### src/shared/dacr_cfg.svh
`ifndef DACR_CFG_SVH
`define DACR_CFG_SVH

// ---------------------------------------------------------------
// Register indices (byte address = index * 4)
// ---------------------------------------------------------------
`define DACR_IDX_ST_CTRL   6'h24
`define DACR_IDX_ERR_CNT   6'h25
`define DACR_IDX_HI_TIME   6'h26
`define DACR_IDX_LO_TIME   6'h27
`define DACR_IDX_AUD_PATH  6'h28
`define DACR_IDX_DISP_DITH 6'h29
`define DACR_IDX_CBAL      6'h2a
`define DACR_IDX_AUD_CLK   6'h2b

// ---------------------------------------------------------------
// Reset values and writable-bit masks
// ---------------------------------------------------------------
`define DACR_RST_ERR_CNT   8'h00
`define DACR_RST_HI_TIME   8'h83
`define DACR_RST_LO_TIME   8'h84
`define DACR_RST_ZERO      8'h00
`define DACR_MSK_ST_CTRL   8'h01
`define DACR_MSK_AUD_PATH  8'h8d
`define DACR_MSK_CBAL      8'hf0
`define DACR_MSK_AUD_CLK   8'hc1
`define DACR_ERR_CNT_MAX   8'hff

// ---------------------------------------------------------------
// Field positions
// ---------------------------------------------------------------
`define DACR_B_ST_EN       0
`define DACR_B_BLOCK_FWD   7
`define DACR_B_AUX_AUDIO   3
`define DACR_B_AUD_OFF     2
`define DACR_B_SURROUND    0
`define DACR_B_SYNC_MODE   7
`define DACR_B_HS_POL      6
`define DACR_B_VS_POL      5
`define DACR_B_DE_POL      4
`define DACR_B_DITH2       3
`define DACR_B_DITH1       2
`define DACR_B_HDITH2      1
`define DACR_B_HDITH1      0
`define DACR_B_WB_EN       5
`define DACR_B_LUT_RELOAD  4
`define DACR_B_PLL_OVR     7
`define DACR_B_PLL_OFF     6
`define DACR_B_CLK_EDGE    0

// ---------------------------------------------------------------
// Timing
// ---------------------------------------------------------------
`define DACR_CLK_MHZ       20
`define DACR_SCL_UNIT_NS   50
`define DACR_SCL_UNIT_CYC  ((`DACR_SCL_UNIT_NS * `DACR_CLK_MHZ) / 1000)

`define DACR_RESP_OKAY     2'b00
`define DACR_RESP_SLVERR   2'b10

`endif

### src/shared/dacr_pkg.sv
package dacr_pkg;

  // SCL master phase
  typedef enum logic [1:0] {
    DACR_SCL_OFF,
    DACR_SCL_HIGH,
    DACR_SCL_LOW
  } dacr_scl_state_t;

  // Slave SDA setup before SCL release
  typedef enum logic {
    DACR_SU_IDLE,
    DACR_SU_WAIT
  } dacr_setup_state_t;

  // Decoded controls handed to the data paths
  typedef struct packed {
    logic       aux_audio_on_gpio;
    logic       audio_outputs_on;
    logic       surround_on;
    logic       sync_timing_mode;
    logic       horizontal_sync_low;
    logic       vertical_sync_low;
    logic       video_data_enable_low;
    logic       dither_stage_two_on;
    logic       dither_stage_one_on;
    logic       high_dither_stage_two_on;
    logic       high_dither_stage_one_on;
    logic [3:0] wb_page_onehot;
    logic       wb_correct_on;
    logic       lut_reload_allow;
    logic       audio_pll_run;
    logic       audio_strobe_rising;
  } dacr_ctrl_t;

endpackage

### src/rtl/dacr_regs.sv
// The implementer's own choice: register access over AXI4-Lite.
`timescale 1ns/1ps
`include "dacr_cfg.svh"
// Behaviour
// - Count self-test forward errors in eight bits, sticking at 255.
// - Clear error count on power-down low or when a new self-test starts.
// - I2C master SCL high lasts the programmed count of 50 ns units, reset 0x83.
// - I2C master SCL low lasts the programmed count of 50 ns units, reset 0x84.
// - Low-time count also sets SDA setup before releasing stretched SCL.
// - Bit 7 set blocks forward-channel loads of the audio path register.
// - Aux audio bit turns GPIO1 into word select, GPIO0 into data.
// - Audio disable bit turns off all serial audio outputs.
// - Surround bit picks 5.1/7.1 audio, else two or four channels.
// - In repeater mode, in-band detected audio mode may override surround.
// - Timing mode bit: zero data-enable only, one sync-driven timing.
// - Sync and data-enable polarity bits: zero active high, one low.
// - Dither stage enable bits turn stages on when one.
// - High-dither stage bits are inverted: zero enables, one disables.
// - Two-bit page selects config, red, green or blue table.
// - White-balance correction applies only while its enable is one.
// - Lookup-table reload is allowed only while reload enable is one.
// - With PLL override set, enable bit zero runs PLL, one stops it.
// - Clock edge bit: zero falling-edge strobe, one rising-edge strobe.
// - Self-test enable zero idles, one starts a run and gates counting.

module dacr_regs (
  // Clock and reset
  input  wire logic              aclk,
  input  wire logic              aresetn,
  // AXI4-Lite write address and data
  input  wire logic [31:0]       s_axi_awaddr,
  input  wire logic              s_axi_awvalid,
  output logic                   s_axi_awready,
  input  wire logic [31:0]       s_axi_wdata,
  input  wire logic [3:0]        s_axi_wstrb,
  input  wire logic              s_axi_wvalid,
  output logic                   s_axi_wready,
  // AXI4-Lite write response
  output logic [1:0]             s_axi_bresp,
  output logic                   s_axi_bvalid,
  input  wire logic              s_axi_bready,
  // AXI4-Lite read
  input  wire logic [31:0]       s_axi_araddr,
  input  wire logic              s_axi_arvalid,
  output logic                   s_axi_arready,
  output logic [31:0]            s_axi_rdata,
  output logic [1:0]             s_axi_rresp,
  output logic                   s_axi_rvalid,
  input  wire logic              s_axi_rready,
  // Device status inputs
  input  wire logic              power_down_n,
  input  wire logic              selftest_error,
  input  wire logic              repeater_mode,
  input  wire logic              inband_surround_valid,
  input  wire logic              inband_surround,
  // Forward-channel register load
  input  wire logic              fwd_load_valid,
  input  wire logic [7:0]        fwd_load_data,
  // I2C timing
  input  wire logic              scl_master_enable,
  input  wire logic              sda_setup_start,
  output logic                   scl_master_out,
  output logic                   scl_release,
  // Control outputs
  output logic                   selftest_run_enable,
  output dacr_pkg::dacr_ctrl_t   ctrl
);

  // ---------------------------------------------------------------
  // Register storage and bus state
  // ---------------------------------------------------------------
  logic [7:0]  err_cnt_reg;
  logic        st_en_reg;
  logic [7:0]  hi_time_reg;
  logic [7:0]  lo_time_reg;
  logic [7:0]  aud_path_reg;
  logic [7:0]  disp_dith_reg;
  logic [7:0]  cbal_reg;
  logic [7:0]  aud_clk_reg;
  logic        aw_hold_reg;
  logic [5:0]  aw_idx_reg;
  logic        aw_hit_reg;
  logic        w_hold_reg;
  logic [7:0]  w_data_reg;
  logic        w_lane0_reg;

  // ---------------------------------------------------------------
  // Write channel decode
  // ---------------------------------------------------------------
  wire         aw_take   = s_axi_awvalid & s_axi_awready;
  wire         w_take    = s_axi_wvalid & s_axi_wready;
  wire         aw_have   = aw_hold_reg | aw_take;
  wire         w_have    = w_hold_reg | w_take;
  wire         wr_fire   = aw_have & w_have & ~s_axi_bvalid;
  wire [5:0]   wr_idx    = aw_take ? s_axi_awaddr[7:2] : aw_idx_reg;
  wire         wr_in_rng = aw_take ? (s_axi_awaddr[31:8] == 24'h000000) : aw_hit_reg;
  wire [7:0]   wr_data   = w_take ? s_axi_wdata[7:0] : w_data_reg;
  wire         wr_lane0  = w_take ? s_axi_wstrb[0] : w_lane0_reg;
  wire         wr_hit    = wr_in_rng && (wr_idx >= `DACR_IDX_ST_CTRL)
                           && (wr_idx <= `DACR_IDX_AUD_CLK);
  wire         wr_ok     = wr_fire & wr_hit & wr_lane0;
  wire         aw_hold_next = aw_have & ~wr_fire;
  wire         w_hold_next  = w_have & ~wr_fire;
  wire         bvalid_next  = wr_fire | (s_axi_bvalid & ~s_axi_bready);

  // Per-register write strobes
  wire         wr_st   = wr_ok && (wr_idx == `DACR_IDX_ST_CTRL);
  wire         wr_hi   = wr_ok && (wr_idx == `DACR_IDX_HI_TIME);
  wire         wr_lo   = wr_ok && (wr_idx == `DACR_IDX_LO_TIME);
  wire         wr_ap   = wr_ok && (wr_idx == `DACR_IDX_AUD_PATH);
  wire         wr_dd   = wr_ok && (wr_idx == `DACR_IDX_DISP_DITH);
  wire         wr_cb   = wr_ok && (wr_idx == `DACR_IDX_CBAL);
  wire         wr_ac   = wr_ok && (wr_idx == `DACR_IDX_AUD_CLK);

  // ---------------------------------------------------------------
  // Read channel decode
  // ---------------------------------------------------------------
  wire         ar_take  = s_axi_arvalid & s_axi_arready;
  wire [5:0]   rd_idx   = s_axi_araddr[7:2];
  wire         rd_hit   = (s_axi_araddr[31:8] == 24'h000000)
                          && (rd_idx >= `DACR_IDX_ST_CTRL) && (rd_idx <= `DACR_IDX_AUD_CLK);
  wire         rvalid_next = ar_take | (s_axi_rvalid & ~s_axi_rready);
  // Reserved bits are never stored, so they read back zero
  wire [7:0]   rd_byte =
    (rd_idx == `DACR_IDX_ST_CTRL)   ? {7'h00, st_en_reg} :
    (rd_idx == `DACR_IDX_ERR_CNT)   ? err_cnt_reg :
    (rd_idx == `DACR_IDX_HI_TIME)   ? hi_time_reg :
    (rd_idx == `DACR_IDX_LO_TIME)   ? lo_time_reg :
    (rd_idx == `DACR_IDX_AUD_PATH)  ? aud_path_reg :
    (rd_idx == `DACR_IDX_DISP_DITH) ? disp_dith_reg :
    (rd_idx == `DACR_IDX_CBAL)      ? cbal_reg :
    (rd_idx == `DACR_IDX_AUD_CLK)   ? aud_clk_reg : 8'h00;

  // ---------------------------------------------------------------
  // Self-test error counter
  // ---------------------------------------------------------------
  // A run starts on a 0 to 1 write of the enable
  wire         st_start = wr_st & wr_data[`DACR_B_ST_EN] & ~st_en_reg;
  wire         err_clr  = ~power_down_n | st_start;
  wire         err_inc  = st_en_reg & selftest_error
                          & (err_cnt_reg != `DACR_ERR_CNT_MAX);
  wire [7:0]   err_cnt_next = err_clr ? `DACR_RST_ERR_CNT :
                              err_inc ? err_cnt_reg + 8'h01 : err_cnt_reg;

  // Forward-channel load is refused while the block bit is set; bus write wins
  wire         fwd_ok  = fwd_load_valid & ~aud_path_reg[`DACR_B_BLOCK_FWD];
  wire [7:0]   aud_path_next = wr_ap  ? (wr_data & `DACR_MSK_AUD_PATH) :
                               fwd_ok ? (fwd_load_data & `DACR_MSK_AUD_PATH) :
                               aud_path_reg;

  // Bus state and the counter
  always_ff @(posedge aclk) begin
    if (!aresetn) begin
      aw_hold_reg   <= 1'b0;
      aw_idx_reg    <= 6'h00;
      aw_hit_reg    <= 1'b0;
      w_hold_reg    <= 1'b0;
      w_data_reg    <= 8'h00;
      w_lane0_reg   <= 1'b0;
      s_axi_awready <= 1'b0;
      s_axi_wready  <= 1'b0;
      s_axi_bvalid  <= 1'b0;
      s_axi_bresp   <= `DACR_RESP_OKAY;
      s_axi_arready <= 1'b0;
      s_axi_rvalid  <= 1'b0;
      s_axi_rdata   <= 32'h00000000;
      s_axi_rresp   <= `DACR_RESP_OKAY;
      err_cnt_reg   <= `DACR_RST_ERR_CNT;
    end else begin
      aw_hold_reg   <= aw_hold_next;
      w_hold_reg    <= w_hold_next;
      if (aw_take) begin
        aw_idx_reg <= s_axi_awaddr[7:2];
        aw_hit_reg <= (s_axi_awaddr[31:8] == 24'h000000);
      end
      if (w_take) begin
        w_data_reg  <= s_axi_wdata[7:0];
        w_lane0_reg <= s_axi_wstrb[0];
      end
      // Each channel reopens only once its response has been taken
      s_axi_awready <= ~aw_hold_next & ~bvalid_next;
      s_axi_wready  <= ~w_hold_next & ~bvalid_next;
      s_axi_bvalid  <= bvalid_next;
      if (wr_fire) begin
        s_axi_bresp <= wr_hit ? `DACR_RESP_OKAY : `DACR_RESP_SLVERR;
      end
      s_axi_arready <= ~rvalid_next;
      s_axi_rvalid  <= rvalid_next;
      if (ar_take) begin
        s_axi_rdata <= rd_hit ? {24'h000000, rd_byte} : 32'h00000000;
        s_axi_rresp <= rd_hit ? `DACR_RESP_OKAY : `DACR_RESP_SLVERR;
      end
      err_cnt_reg <= err_cnt_next;
    end
  end

  // Writable registers; only unreserved bits are kept
  always_ff @(posedge aclk) begin
    if (!aresetn) begin
      st_en_reg     <= 1'b0;
      hi_time_reg   <= `DACR_RST_HI_TIME;
      lo_time_reg   <= `DACR_RST_LO_TIME;
      aud_path_reg  <= `DACR_RST_ZERO;
      disp_dith_reg <= `DACR_RST_ZERO;
      cbal_reg      <= `DACR_RST_ZERO;
      aud_clk_reg   <= `DACR_RST_ZERO;
    end else begin
      if (wr_st) st_en_reg <= wr_data[`DACR_B_ST_EN];
      if (wr_hi) hi_time_reg <= wr_data;
      if (wr_lo) lo_time_reg <= wr_data;
      aud_path_reg <= aud_path_next;
      if (wr_dd) disp_dith_reg <= wr_data;
      if (wr_cb) cbal_reg <= wr_data & `DACR_MSK_CBAL;
      if (wr_ac) aud_clk_reg <= wr_data & `DACR_MSK_AUD_CLK;
    end
  end

  // ---------------------------------------------------------------
  // Decoded controls
  // ---------------------------------------------------------------
  dacr_pkg::dacr_ctrl_t ctrl_next;
  // Repeater may follow the in-band mode instead of the stored bit
  wire         surround_eff = (repeater_mode & inband_surround_valid) ? inband_surround
                              : aud_path_reg[`DACR_B_SURROUND];
  wire [1:0]   wb_page = cbal_reg[7:6];

  // Decode of the stored fields and the repeater surround override, registered below
  always_comb begin
    ctrl_next.aux_audio_on_gpio        = aud_path_reg[`DACR_B_AUX_AUDIO];
    ctrl_next.audio_outputs_on         = ~aud_path_reg[`DACR_B_AUD_OFF];
    ctrl_next.surround_on              = surround_eff;
    ctrl_next.sync_timing_mode         = disp_dith_reg[`DACR_B_SYNC_MODE];
    ctrl_next.horizontal_sync_low      = disp_dith_reg[`DACR_B_HS_POL];
    ctrl_next.vertical_sync_low        = disp_dith_reg[`DACR_B_VS_POL];
    ctrl_next.video_data_enable_low    = disp_dith_reg[`DACR_B_DE_POL];
    ctrl_next.dither_stage_two_on      = disp_dith_reg[`DACR_B_DITH2];
    ctrl_next.dither_stage_one_on      = disp_dith_reg[`DACR_B_DITH1];
    ctrl_next.high_dither_stage_two_on = ~disp_dith_reg[`DACR_B_HDITH2];
    ctrl_next.high_dither_stage_one_on = ~disp_dith_reg[`DACR_B_HDITH1];
    ctrl_next.wb_page_onehot           = 4'h1 << wb_page;
    ctrl_next.wb_correct_on            = cbal_reg[`DACR_B_WB_EN];
    ctrl_next.lut_reload_allow         = cbal_reg[`DACR_B_LUT_RELOAD];
    // PLL runs unless overridden and told off
    ctrl_next.audio_pll_run            = ~(aud_clk_reg[`DACR_B_PLL_OVR]
                                           & aud_clk_reg[`DACR_B_PLL_OFF]);
    ctrl_next.audio_strobe_rising      = aud_clk_reg[`DACR_B_CLK_EDGE];
  end

  // Registered controls keep outputs glitch-free at one cycle of lag
  always_ff @(posedge aclk) begin
    if (!aresetn) begin
      ctrl                <= '0;
      selftest_run_enable <= 1'b0;
    end else begin
      ctrl                <= ctrl_next;
      selftest_run_enable <= st_en_reg;
    end
  end

  // ---------------------------------------------------------------
  // I2C master SCL generator and slave SDA setup timer
  // ---------------------------------------------------------------
  dacr_pkg::dacr_scl_state_t   scl_st_reg;
  dacr_pkg::dacr_setup_state_t su_st_reg;
  logic [7:0]  unit_cnt_reg;
  logic [7:0]  scl_cnt_reg;
  logic [7:0]  su_cnt_reg;

  // One tick per 50 ns unit; a count of zero is treated as one unit
  wire         unit_tick = (unit_cnt_reg == 8'((`DACR_SCL_UNIT_CYC) - 1));
  wire [7:0]   hi_limit  = (hi_time_reg == 8'h00) ? 8'h01 : hi_time_reg;
  wire [7:0]   lo_limit  = (lo_time_reg == 8'h00) ? 8'h01 : lo_time_reg;
  wire         scl_done  = unit_tick && ((scl_cnt_reg + 8'h01) >= (scl_st_reg ==
                           dacr_pkg::DACR_SCL_HIGH ? hi_limit : lo_limit));
  wire         su_done   = unit_tick && ((su_cnt_reg + 8'h01) >= lo_limit);

  // Unit prescaler
  always_ff @(posedge aclk) begin
    if (!aresetn || unit_tick) unit_cnt_reg <= 8'h00;
    else unit_cnt_reg <= unit_cnt_reg + 8'h01;
  end

  // SCL phases follow the high and low counts
  always_ff @(posedge aclk) begin
    if (!aresetn) begin
      scl_st_reg     <= dacr_pkg::DACR_SCL_OFF;
      scl_cnt_reg    <= 8'h00;
      scl_master_out <= 1'b1;
    end else begin
      case (scl_st_reg)
        dacr_pkg::DACR_SCL_OFF: begin
          scl_cnt_reg <= 8'h00;
          if (scl_master_enable) scl_st_reg <= dacr_pkg::DACR_SCL_HIGH;
        end
        dacr_pkg::DACR_SCL_HIGH, dacr_pkg::DACR_SCL_LOW: begin
          if (!scl_master_enable) begin
            scl_st_reg  <= dacr_pkg::DACR_SCL_OFF;
            scl_cnt_reg <= 8'h00;
          end else if (scl_done) begin
            scl_cnt_reg <= 8'h00;
            scl_st_reg  <= (scl_st_reg == dacr_pkg::DACR_SCL_HIGH) ?
                           dacr_pkg::DACR_SCL_LOW : dacr_pkg::DACR_SCL_HIGH;
          end else if (unit_tick) begin
            scl_cnt_reg <= scl_cnt_reg + 8'h01;
          end
        end
        default: scl_st_reg <= dacr_pkg::DACR_SCL_OFF;
      endcase
      scl_master_out <= (scl_st_reg != dacr_pkg::DACR_SCL_LOW);
    end
  end

  // SDA setup before a stretched SCL is let go
  always_ff @(posedge aclk) begin
    if (!aresetn) begin
      su_st_reg   <= dacr_pkg::DACR_SU_IDLE;
      su_cnt_reg  <= 8'h00;
      scl_release <= 1'b0;
    end else begin
      scl_release <= 1'b0;
      case (su_st_reg)
        dacr_pkg::DACR_SU_IDLE: begin
          su_cnt_reg <= 8'h00;
          if (sda_setup_start) su_st_reg <= dacr_pkg::DACR_SU_WAIT;
        end
        dacr_pkg::DACR_SU_WAIT: begin
          if (su_done) begin
            scl_release <= 1'b1;
            su_st_reg   <= dacr_pkg::DACR_SU_IDLE;
          end else if (unit_tick) begin
            su_cnt_reg <= su_cnt_reg + 8'h01;
          end
        end
        default: su_st_reg <= dacr_pkg::DACR_SU_IDLE;
      endcase
    end
  end

endmodule

### config.mk
export PLATFORM = sky130hd
export DESIGN_NAME = dacr_regs
export DESIGN_NICKNAME = d
export VERILOG_FILES = /design/src/shared/dacr_pkg.sv /design/src/rtl/dacr_regs.sv
export VERILOG_INCLUDE_DIRS = /design/src /design/src/shared
export SDC_FILE = /design/constraint.sdc
export NUM_CORES = 1
export LEC_CHECK = 0
export BUFFER_PORTS_ARGS = -buffer_cell sky130_fd_sc_hd__buf_2
export CORE_UTILIZATION = 40
export CTS_BUF_LIST = sky130_fd_sc_hd__clkbuf_4 sky130_fd_sc_hd__clkbuf_8
export DETAILED_ROUTE_END_ITERATION = 16
export SLEW_MARGIN = 20
export SYNTH_ARGS = -nofsm -noshare
export SYNTH_HDL_FRONTEND = slang
export SYNTH_SLANG_ARGS = --single-unit
### constraint.sdc
create_clock -name aclk -period 3.15 [get_ports aclk]
set_input_delay 0.1575 -clock aclk [delete_from_list [all_inputs] [get_ports aclk]]
set_output_delay 0.1575 -clock aclk [all_outputs]
set_load 0.02 [all_outputs]
**Word-level counts from Yosys, hierarchy flattened**

Cells that the tools add are included.

- Input bits: 123
- Output and inout port bits: 63
- Logic and storage cells: 189
- Flip-flop bits (word level): 152

- $add $sub $neg: 4
- Reduce and logical (&&, ||, !) cells: 29
- Bitwise operators: 42
- Shift operators: 1
- Order comparisons: 6
- Eq/ne operators: 24
- Muxes and demuxes: 37

Operator list:

| kind | number |
|---|---|
| $mux 8 | 20 |
| $eq 6x6->1 const B | 15 |
| $logic_not 24->1 | 2 |
| $add 8x1->8 const B | 4 |
| $pmux 8 s2 | 2 |
| $logic_not 8->1 | 3 |
| $and 1x1->1 | 20 |
| $not 1->1 | 17 |
| $ge 8x8->1 | 2 |
| $logic_and 1x1->1 | 13 |
| $ge 6x6->1 const B | 2 |
| $le 6x6->1 const B | 2 |
| $mux 2 | 6 |
| $ne 8x8->1 const B | 1 |
| $reduce_and 2->1 | 4 |
| $mux 1 | 6 |
| $mux 6 | 1 |
| $ne 2x2->1 const B | 3 |
| $or 1x1->1 | 5 |
| $ne 4x4->1 const B | 1 |
| $pmux 2 s2 | 1 |
| $reduce_bool 2->1 | 2 |
| $reduce_or 2->1 | 2 |
| $shl 1x2->4 const A | 1 |
| 8 further kinds | 8 |

**Longest topological paths before layout**

Gate-level depths: netlist (run 1).

- Word-level depth: 12
- Gate-level depth with buffers: 11
- Depth with buffers taken out: 10

**Worst setup path before layout (run 1)**

No wires, ideal clock.

- Path kind: flip-flop to flip-flop
- Start point: reg su_cnt_reg[0]
- End point: reg su_cnt_reg[2]
- Path slack: 618 ps
- Data arrival time: 2,460 ps
- Required time: 3,078 ps
- Cell stages (with the launch flop): 12
- Path buffers: 1
- Library setup time: 72 ps
- Cells stage by stage: dfxtp_1 -> ha_1 -> and3_1 -> and3_1 -> xor2_1 -> ha_1 -> o21a_1 -> nor2_1 -> or4_1 -> clkbuf_1 -> nand4_1 -> mux2i_1

- Word-level cells in the longest chain between the ends: 5
- Elaborated cells on any way between the ends: 8
- Those cells by class: add/sub: 1; order compare: 1; eq/ne: 1; mux: 3; reduce/logical: 2

Ends and longest elaborated chain:

| element | line | RTL |
|---|---|---|
| start, declared | dacr_regs.sv:267 | `logic [7:0] su_cnt_reg;` |
| start signal, assigned | dacr_regs.sv:331 | `su_cnt_reg <= su_cnt_reg + 8'h01;` |
| $add 8x1->8 (*) | dacr_regs.sv:275, dacr_regs.sv:331 |  |
| $ge 8x8->1 | dacr_regs.sv:275 | `wire su_done = unit_tick && ((su_cnt_reg + 8'h01) >= lo_limit);` |
| $logic_and 1x1->1 | dacr_regs.sv:275 |  |
| $ne 2x2->1 (no source line) | n/a |  |
| $reduce_and 2->1 (no source line) | n/a |  |

Every way passes the cells marked *; elsewhere a longest branch is shown, timed or not. The select of a mux whose other input is x is not followed.
A chain may end at the register's enable or synchronous reset.

**Worst setup path after layout (run 1)**

- Start point: reg scl_cnt_reg[0]
- End point: reg scl_cnt_reg[0]

- Word-level cells in the longest chain between the ends: 6
- Elaborated cells on any way between the ends: 9
- Those cells by class: add/sub: 1; order compare: 1; eq/ne: 1; mux: 4; reduce/logical: 2

Ends and longest elaborated chain:

| element | line | RTL |
|---|---|---|
| start, declared | dacr_regs.sv:266 | `logic [7:0] scl_cnt_reg;` |
| start signal, assigned | dacr_regs.sv:304 | `scl_cnt_reg <= scl_cnt_reg + 8'h01;` |
| $add 8x1->8 (*) | dacr_regs.sv:273, dacr_regs.sv:304 |  |
| $ge 8x8->1 | dacr_regs.sv:273 | `wire scl_done = unit_tick && ((scl_cnt_reg + 8'h01) >= (scl_st_reg ==` |
| $logic_and 1x1->1 | dacr_regs.sv:273 |  |
| $mux 8 | dacr_regs.sv:299 | `end else if (scl_done) begin` |
| $mux 8 | dacr_regs.sv:296 | `if (!scl_master_enable) begin` |
| $pmux 8 s2 | dacr_regs.sv:290 | `case (scl_st_reg)` |

Marks and branches as above.

==> flow_summary.yaml, run 1 <==
outcome:
  status: "complete, no violations"
grt:
  grt_usage_pct: 18.3
  grt_pass1_wl_um: 23700
  grt_max_degree: 47
  grt_pass1_vias: 4792
  grt_overflow: 0
  antenna_found_initial: 0
logic_synthesis:
  yosysWarnings: 0
  yosys.area.top_type: "dfxtp_1"
  synth_top_area_share_pct: 38.7
  ys.flop_type: "dfxtp_1"
  syn_inst: 712
  synth-async-reset-ratio_pct: 0
  synth_edf_count: 0
  synth_most_common_cell: "dfxtp_1"
  syn_area_um2: 6520
  synth_commonest_cells: "126 x dfxtp_1, 77 x nand2_1, 46 x mux2i_1"
  netlist_top_cells_area: "dfxtp_1 39%, mux2i_1 7.1%, ha_1 4.8%"
  synth.distinct_cells: 70
  postSynthAreaPerCell_um2: 9.16
  synth-seq-cells: 126
  ys_seq_area_share_pct: 38.7
pwr:
  comb_power_share_pct: 13.4
  switching_share_pct: 26.4
  p_sw_mw: 0.955
  seqPwrFrac_pct: 46.1
  leakage_nw: 3.50
  power.share.clock_pct: 40.5
  power.internal_mw: 2.66
  vdd_drop_max_mv: 0.246
  p_per_area_nw_per_um2: 468
drt:
  wl_per_cell_um: 14.0
  via_count: 5279
  drc: 0
  viasPerCell: 4.94
  routed_wl_um: 15000
  dr.pass1.iters: 5
  ant_nets: 0
  drtIter0Drc: 325
worst_setup_path:
  reg2reg_depth: 10
  worstReg2RegEnd: "scl_cnt_reg[0]$_SDFFE_PN0P_"
  arrival_ns: 3.13
  crit_slowest_cell: "dfxtp_1"
  reg2reg_slack_ns: 0.41
  r2r_start: "scl_cnt_reg[0]$_SDFFE_PN0P_"
  cp-start-kind: "flip-flop"
  required_ns: 3.54
  crit_path_max_incr_delay_ns: 0.41
  cp-end-kind: "flip-flop"
  critPathMostFrequentCell: "ha_1"
  crit_fanout: 6
  crit_type: "flip-flop to flip-flop"
  path_cells: "ha_1, nand3_1, nor2_1, xor2_1, ha_1, o21ai_0, o2111ai_1, a21oi_1, and4bb_2, mux2_2"
final_layout:
  postLayoutCellArea_um2: 7720
  syn2layout_area_growth_pct: 18.4
  top_register: "ctrl"
  multi_input_area_um2: 3670
  fill_cells: 1580
  largest_reg_flops: 19
  drive_gt1_share_pct: 23.8
  seq_area_um2: 2520
  finalNetCount: 988
  diodes: 0
  final_cells: 1069
sta:
  fmax_mhz: 365
  fin_crit_ns: 2.74
  relSlewSlack_pct: 50.6
  worst_pin_slew_ns: 0.741
  setup_viol: 0
  finalClockSkew_ns: 0.0113
  finalCritPeriodShare_pct: 87.0
  drv_slew: 0
  hold_viol_final: 0
  rsz0062_at_grt: "no"
  fin_setup_tns_ns: 0
placed_design:
  place.gp.congestion: 0.793
  dpl-instance-area_um2: 7220
  portBuffers: 124
  place_inst: 1028
  dp_hpwl_um: 11100
clocking:
  clkLatencyLatePin_ns: 0.45
  cts_sinks: 126
  cts_tree: "done"
  cts-htree-levels: 4
  cts.hold.buffers_added: 9
  cts_root_buf: "clkbuf_8"
  cts_made_buffers: 17
  cts_setup_buffers: 0
  clk_transition_reported_paths_ns: 0.07
  ctsResizeCount: 0
  clock_path_buffers: 2
hold_path:
  worstHoldStart: "s_axi_bready"
  min_path_cells: 3
  min_to: "s_axi_bvalid$_SDFF_PN0_"
  min_path_type: "input pin to flip-flop"
floorplan:
  die-area_um2: 16800
  ios: 186
  die_y_um: 130
  rows: 46
  fp.dieW_um: 130
  initial_core_util_pct: 41.0
  core_um2: 15900
job:
  maxCapViolCount: 0
[kinds of logic after synthesis]
group | count (synthesis) | share of synthesized area, %
mux | 73 | 11.8
compound gates | 97 | 10.5
fa+ha+maj | 25 | 4.80
xor+xnor | 26 | 3.49
flops | 126 | 38.7
buf+inv | 81 | 6.49
simple gates | 283 | 24.2
other cells | 1 | 0.0575
[final cells by class]
| class | count | area share, % |
|---|---|---|
| Clock inverter | 11 | 1.85 |
| Sequential cell | 126 | 32.7 |
| Multi-Input combinational cell | 530 | 47.5 |
| Inverter | 26 | 1.26 |
| Clock buffer | 21 | 3.42 |
| Tap cell | 216 | 3.50 |
| Timing Repair Buffer | 139 | 9.79 |
[cell usage in the layout, fill, tap and decap left out, drive strengths merged, types with 16 or more instances in the layout]
| cell | netlist | routed |
|---|---|---|
| mux2 | 27 | 27 |
| conb | 1 | 26 |
| clkbuf | 24 | 21 |
| nand2b | 19 | 19 |
| a21oi | 18 | 18 |
| inv | 26 | 26 |
| nand2 | 79 | 79 |
| ha | 25 | 25 |
| nor2 | 38 | 38 |
| dfxtp | 126 | 126 |
| xor2 | 16 | 16 |
| nor2b | 16 | 16 |
| nand3 | 21 | 21 |
| and2 | 22 | 22 |
| mux2i | 46 | 46 |
| nor4 | 18 | 18 |
| nand4 | 16 | 16 |
| buf | 31 | 130 |
[metal layers]
metal  routed length (um)  track usage, %  part of all wire, %
met4                  175            5.81                  1.2
met5                    0               0                    0
met2                 6680            28.5                   45
met1                 7440            24.6                   50
met3                  709            4.62                  4.7
[power groups by stage]
stage          Sequential [mW]  Clock, mW  Combinational, mW
6_report                  1.67       1.46              0.485
5_1_grt                   1.67       1.57              0.546
4_1_cts                   1.67       1.50              0.491
3_5_place_dp              1.70          0              0.481
3_3_place_gp              1.70          0              0.479
2_1_floorplan             1.71          0              0.340
[through the flow]
step	worst slack [ns]	power, mW	hold WS [ns]	util [%]
3_5_place_dp	0.426	2.18	0.408	45.5
2_1_floorplan	0.618	2.05	0.302	-
6_report	0.408	3.61	0.0408	48.6
3_3_place_gp	0.417	2.18	0.409	45.5
5_1_grt	0.194	3.78	0.0388	48.6
4_1_cts	0.387	3.66	0.0148	48.6
[critical path, delay by kind of cell (launching register included)]
| family | cells | cell delay (ns) |
|---|---|---|
| mux | 1 | 0.17 |
| simple gates | 3 | 0.69 |
| compound gates | 3 | 0.65 |
| flops | 1 | 0.41 |
| fa+ha+maj | 2 | 0.54 |
| xor+xnor | 1 | 0.22 |
[how the worst max path moves through the flow]
stage	to	startpoint	slack, ns	cells past startpoint
2_1_floorplan	su_cnt_reg[2]$_SDFFE_PN0P_	su_cnt_reg[0]$_SDFFE_PN0P_	0.62	11
3_3_place_gp	su_cnt_reg[6]$_SDFFE_PN0P_	su_cnt_reg[0]$_SDFFE_PN0P_	0.42	10
3_5_place_dp	su_cnt_reg[2]$_SDFFE_PN0P_	su_cnt_reg[0]$_SDFFE_PN0P_	0.43	10
4_1_cts	su_cnt_reg[6]$_SDFFE_PN0P_	su_cnt_reg[0]$_SDFFE_PN0P_	0.39	10
5_1_grt	scl_cnt_reg[3]$_SDFFE_PN0P_	scl_st_reg[1]$_SDFFE_PN0P_	0.19	9
6_report	scl_cnt_reg[0]$_SDFFE_PN0P_	scl_cnt_reg[0]$_SDFFE_PN0P_	0.41	10
Power figures use the tool's default switching activity.
==> inputs of run 2 (changes only) <==
- ABC_AREA: unset -> 1
==> run 2 against run 1 <==
Compared with the run above: design area down 0.97%; critical endpoint is now su_cnt_reg[0]$_SDFFE_PN0P_; sequential share of layout area up 0.32 points; critical path type unchanged; cell count up 19%; fmax down 0.24%; highest routed layer unchanged.
==> flow_summary.yaml, run 2 <==
grt:
  grt_pass1_vias: 5442
  grt_pass1_wl_um: 26000
  grt_usage_pct: 20.0
  grt_max_degree: 50
  grt_overflow: 0
  antenna_found_initial: 0
clocking:
  cts_made_buffers: 17
  cts_root_buf: "clkbuf_8"
  clkLatencyLatePin_ns: 0.44
  cts_sinks: 126
  ctsResizeCount: 0
  clk_transition_reported_paths_ns: 0.07
  cts.hold.buffers_added: 5
  cts-htree-levels: 4
  cts_tree: "done"
  clock_path_buffers: 2
  cts_setup_buffers: 0
final_layout:
  fill_cells: 1652
  final_util_pct: 48.3
  seq_area_um2: 2520
  finalNetCount: 1197
  drive_gt1_share_pct: 18.0
  syn2layout_area_growth_pct: 18.3
  diodes: 0
  largest_reg_flops: 19
  top_register: "ctrl"
  multi_input_area_um2: 3260
  mostFrequentLayoutCells: "169 x nand2_1, 126 x dfxtp_1, 124 x inv_1, 124 x nor2_1, 124 x buf_2"
  final_common_cell: "nand2_1"
sta:
  rsz0062_at_grt: "no"
  hold_viol_final: 0
  finalClockSkew_ns: 0.0106
  fin_setup_tns_ns: 0
  finalCritPeriodShare_pct: 87.2
  worst_pin_slew_ns: 0.912
  relSlewSlack_pct: 38.7
  drv_slew: 0
  setup_viol: 0
  fmax_mhz: 364
  fin_crit_ns: 2.75
logic_synthesis:
  synth-async-reset-ratio_pct: 0
  ys.flop_type: "dfxtp_1"
  syn_area_um2: 6460
  netlist_top_cells_area: "dfxtp_1 39%, nand2_1 9.8%, inv_1 7.2%"
  yosysWarnings: 0
  postSynthAreaPerCell_um2: 7.05
  synth-seq-cells: 126
  synth_top_area_share_pct: 39.0
  synth_most_common_cell: "nand2_1"
  syn_inst: 917
  synth.distinct_cells: 44
  yosys.area.top_type: "dfxtp_1"
  synth_commonest_cells: "169 x nand2_1, 126 x dfxtp_1, 124 x inv_1, 124 x nor2_1, 71 x nand3_1"
  synth_edf_count: 0
  ys_seq_area_share_pct: 39.0
pwr:
  leakage_nw: 3.71
  p_per_area_nw_per_um2: 471
  vdd_drop_max_mv: 0.268
outcome:
  status: "complete, no violations"
worst_setup_path:
  crit_slowest_cell: "dfxtp_1"
  crit_buf_inv: 1
  cp-start-kind: "flip-flop"
  crit_type: "flip-flop to flip-flop"
  cp-end-kind: "flip-flop"
  arrival_ns: 3.07
  required_ns: 3.47
  crit_path_max_incr_delay_ns: 0.40
  crit_fanout: 9
  path_delay_family: "simple AND/OR/NAND/NOR gates"
  path_cells: "nand3_1, nand3b_1, nand3b_1, xor2_1, inv_1, ha_1, a21oi_1, o21a_1, and2_1, nand3_1, a21oi_1, a211oi_1"
hold_path:
  min_path_type: "input pin to flip-flop"
placed_design:
  portBuffers: 124
  place.gp.congestion: 0.817
  dp_hpwl_um: 12100
floorplan:
  core_um2: 15800
  die-area_um2: 16700
  initial_core_util_pct: 40.8
  ios: 186
  rows: 46
  fp.dieW_um: 129
  die_y_um: 129
drt:
  top_layer: "met4"
  via_count: 6026
  wl_met1_um: 7610
  wl_per_cell_um: 12.5
  viasPerCell: 4.72
  ant_nets: 0
  wl_met2_um: 7470
  dr.pass1.iters: 5
  drtIter0Drc: 288
  drc: 0
  routed_wl_um: 15900
  dr_wl_met3_um: 597
job:
  maxCapViolCount: 0
run 2: cell types whose count changed in the layout (fill, tap and decap cells not counted), moves of 16 or more:
cell      previous run  this run
inv_1               26       124
nand2_1             77       169
nor2_1              37       124
nand3_1             21        71
a21oi_1             18        66
mux2i_1             46         1
mux2_2              24         0
o21ai_0             12        36
and2_1              21         1
nand2b_1            19         0
nor2b_1             16         0
run 2: metal layers:
metal	global-route usage (%)	vias to the layer above
li1	-	3179
met1	26.3	2681
met2	32.7	145
met3	3.47	21
met4	7.61	0
met5	0	-
run 2: area by class of cell:
type	count	share of cell area, %
multi-input cells	641	42.7
flip-flops and latches	126	33.0
repair buffers	135	9.36
inverters	128	6.28
clock buffers	21	3.70
well taps	216	3.54
clock inverters	10	1.47
run 2: path summary, 6_finish.rpt:
check             cells past startpoint                  startpoint                    endpoint  slack (ns)
setup / recovery                     12  su_cnt_reg[0]$_SDFFE_PN0P_  su_cnt_reg[0]$_SDFFE_PN0P_        0.40
hold / removal                        4                s_axi_rready     s_axi_rvalid$_SDFF_PN0_        0.02
setup reg to reg                     12  su_cnt_reg[0]$_SDFFE_PN0P_  su_cnt_reg[0]$_SDFFE_PN0P_        0.40
hold reg to reg                       1  unit_cnt_reg[0]$_SDFF_PP0_  unit_cnt_reg[0]$_SDFF_PP0_        0.45
run 2: kinds of logic after synthesis:
group | Yosys count | share of synthesized area [%]
mux | 1 | 0.155
buf+inv | 175 | 12.0
simple gates | 440 | 30.3
compound gates | 130 | 11.1
flops | 126 | 39.0
fa+ha+maj | 25 | 4.84
other cells | 1 | 0.0580
xor+xnor | 19 | 2.57
run 2: through the flow:
step,std cells,total power [mW],hold WS (ns),area (um^2),setup WS [ns]
2_1_floorplan,942,2.08,0.295,6560,0.703
3_3_place_gp,1241,2.21,0.390,7200,0.445
3_5_place_dp,1241,2.22,0.393,7200,0.437
4_1_cts,1277,3.63,0.000230,7640,0.400
5_1_grt,1277,3.77,0.0354,7640,0.00937
6_report,1277,3.60,0.0240,7640,0.402
run 2: worst register-to-register path: stages, from the launching register on:
cell and delay, ns:
dfxtp_1 0.40, nand3_1 0.12, nand3b_1 0.20, nand3b_1 0.19
xor2_1 0.20, inv_1 0.07, ha_1 0.29, a21oi_1 0.14
o21a_1 0.12, and2_1 0.29, nand3_1 0.33, a21oi_1 0.23
a211oi_1 0.06
run 2: power breakdown:
group / switching [mW] / total [mW] / internal (mW)
registers: 0.0301 / 1.67 / 1.64
logic: 0.342 / 0.516 / 0.174
clock network: 0.642 / 1.41 / 0.768
==> inputs of run 3 (changes only) <==
- CORE_UTILIZATION: 40 -> 29
==> run 3 against run 2 <==
Compared with the run above: non-clock buffer count grew 2; global-route usage shrank 5.0 points; sequential share of layout area shrank 0.60 points; critical path depth is the same; largest cell class unchanged; first-iteration DRC count grew 16%; design area grew 1.8%; worst setup slack lost 0.042 ns; fmax shrank 1.5%; sequential power is essentially flat; worst hold slack gained 0.0061 ns; total power grew 4.4%; die area grew 37%; critical endpoint unchanged; highest routed layer unchanged.
==> flow_summary.yaml, run 3 (same netlist as run 2, synthesis figures left out) <==
sta:
  fin_crit_ns: 2.79
  timing.hold.ws_ns: 0.0301
  fin_setup_tns_ns: 0
  finalClockSkew_ns: 0.0105
  hold_viol_final: 0
  worst_pin_slew_ns: 0.879
  setup_viol: 0
  fmax_mhz: 358
  drv_slew: 0
  finalCritPeriodShare_pct: 88.6
  rsz0062_at_grt: "no"
  relSlewSlack_pct: 41.0
grt:
  grt_usage_pct: 15.0
  grt_pass1_vias: 5464
  grt_overflow: 0
  grt_pass1_wl_um: 26600
  antenna_found_initial: 0
  grt_max_degree: 47
drt:
  via_count: 6019
  wl_met1_um: 7880
  drc: 0
  wl_per_cell_um: 12.4
  routed_wl_um: 16600
  viasPerCell: 4.48
  drtIter0Drc: 335
  dr.pass1.iters: 5
  dr_wl_met3_um: 712
  wl_met2_um: 7800
  ant_nets: 0
  top_layer: "met4"
worst_setup_path:
  crit_fanout: 9
  required_ns: 3.47
  worstReg2RegEnd: "su_cnt_reg[0]$_SDFFE_PN0P_"
  worstSetupStartpoint: "su_cnt_reg[0]$_SDFFE_PN0P_"
  cp-end-kind: "flip-flop"
  reg2reg_depth: 12
  arrival_ns: 3.11
  crit_type: "flip-flop to flip-flop"
  reg2reg_slack_ns: 0.36
  cp-start-kind: "flip-flop"
  r2r_start: "su_cnt_reg[0]$_SDFFE_PN0P_"
clocking:
  cts_root_buf: "clkbuf_8"
  clkLatencyLatePin_ns: 0.45
  cts_made_buffers: 17
  cts_setup_buffers: 0
  cts_tree: "done"
  clk_transition_reported_paths_ns: 0.07
  clock_path_buffers: 2
  cts_sinks: 126
  ctsResizeCount: 0
  cts-htree-levels: 4
floorplan:
  core_um2: 21800
  initial_core_util_pct: 29.6
  rows: 54
  die-area_um2: 22900
  die_y_um: 151
  ios: 186
  fp.dieW_um: 151
placed_design:
  place.gp.congestion: 0.850
  dpl-instance-area_um2: 7290
  portBuffers: 124
  dp_hpwl_um: 12600
pwr:
  p_per_area_nw_per_um2: 482
  leakage_nw: 3.74
  p_total_mw: 3.76
  vdd_drop_max_mv: 0.191
final_layout:
  final_common_cell: "nand2_1"
  multi_input_area_um2: 3260
  fill_cells: 2344
  top_register: "ctrl"
  syn2layout_area_growth_pct: 20.5
  diodes: 0
  mostFrequentLayoutCells: "169 x nand2_1, 126 x dfxtp_1, 124 x inv_1, 124 x nor2_1, 124 x buf_2"
  finalNetCount: 1199
  seq_area_um2: 2520
  postLayoutCellArea_um2: 7790
  drive_gt1_share_pct: 18.1
  largest_reg_flops: 19
hold_path:
  worstHoldStart: "s_axi_rready"
  min_path_cells: 5
  min_path_type: "input pin to flip-flop"
  min_to: "s_axi_arready$_SDFF_PN0_"
outcome:
  status: "complete, no violations"
job:
  maxCapViolCount: 0
[run 3: worst max-delay path, cell delays in order (launching register included)]
cell      delay [ns]
dfxtp_1         0.40
nand3_1         0.12
nand3b_1        0.20
nand3b_1        0.18
xor2_1          0.22
inv_1           0.07
ha_1            0.29
a21oi_1         0.14
o21a_1          0.13
and2_1          0.31
nand3_1         0.32
a21oi_1         0.21
a211oi_1        0.05
[run 3: per-layer routing]
layer / vias up / global-route usage [%]
met5: - / 0
met4: 0 / 4.75
met2: 136 / 24.7
li1: 3180 / -
met1: 2687 / 19.3
met3: 16 / 3.34
[run 3: worst max path at each step]
stage | end | cells past startpoint
after floorplan | su_cnt_reg[7]$_SDFFE_PN0P_ | 13
after global placement | su_cnt_reg[0]$_SDFFE_PN0P_ | 12
after detailed placement | su_cnt_reg[0]$_SDFFE_PN0P_ | 12
after CTS | scl_cnt_reg[1]$_SDFFE_PN0P_ | 14
after global routing | scl_cnt_reg[7]$_SDFFE_PN0P_ | 15
final | su_cnt_reg[0]$_SDFFE_PN0P_ | 12
[run 3: where the power goes]
part	internal, mW	switching (mW)	leakage [nW]
logic	0.177	0.343	2.50
clock network	0.917	0.646	0.219
registers	1.64	0.0314	1.02
total	2.73	1.02	3.74
[run 3: final cells by class]
cell class	count	share of cell area, %
Multi-Input combinational cell	641	41.9
Tap cell	280	4.50
Clock inverter	10	2.09
Timing Repair Buffer	137	9.42
Sequential cell	126	32.4
Inverter	128	6.17
Clock buffer	21	3.55
[run 3: stage by stage]
step	utilization, %	std cells	setup slack, ns
2_1_floorplan	-	942	0.703
3_3_place_gp	33.4	1306	0.471
3_5_place_dp	33.4	1306	0.429
4_1_cts	35.7	1343	0.409
5_1_grt	35.7	1343	0.0242
6_report	35.7	1343	0.360
[run 3: what timing repair did]
action                                  4_1_cts  5_1_grt
hold buffers                                  6        0
endpoints found under the setup margin        0        0
hold endpoints to repair                      4        0
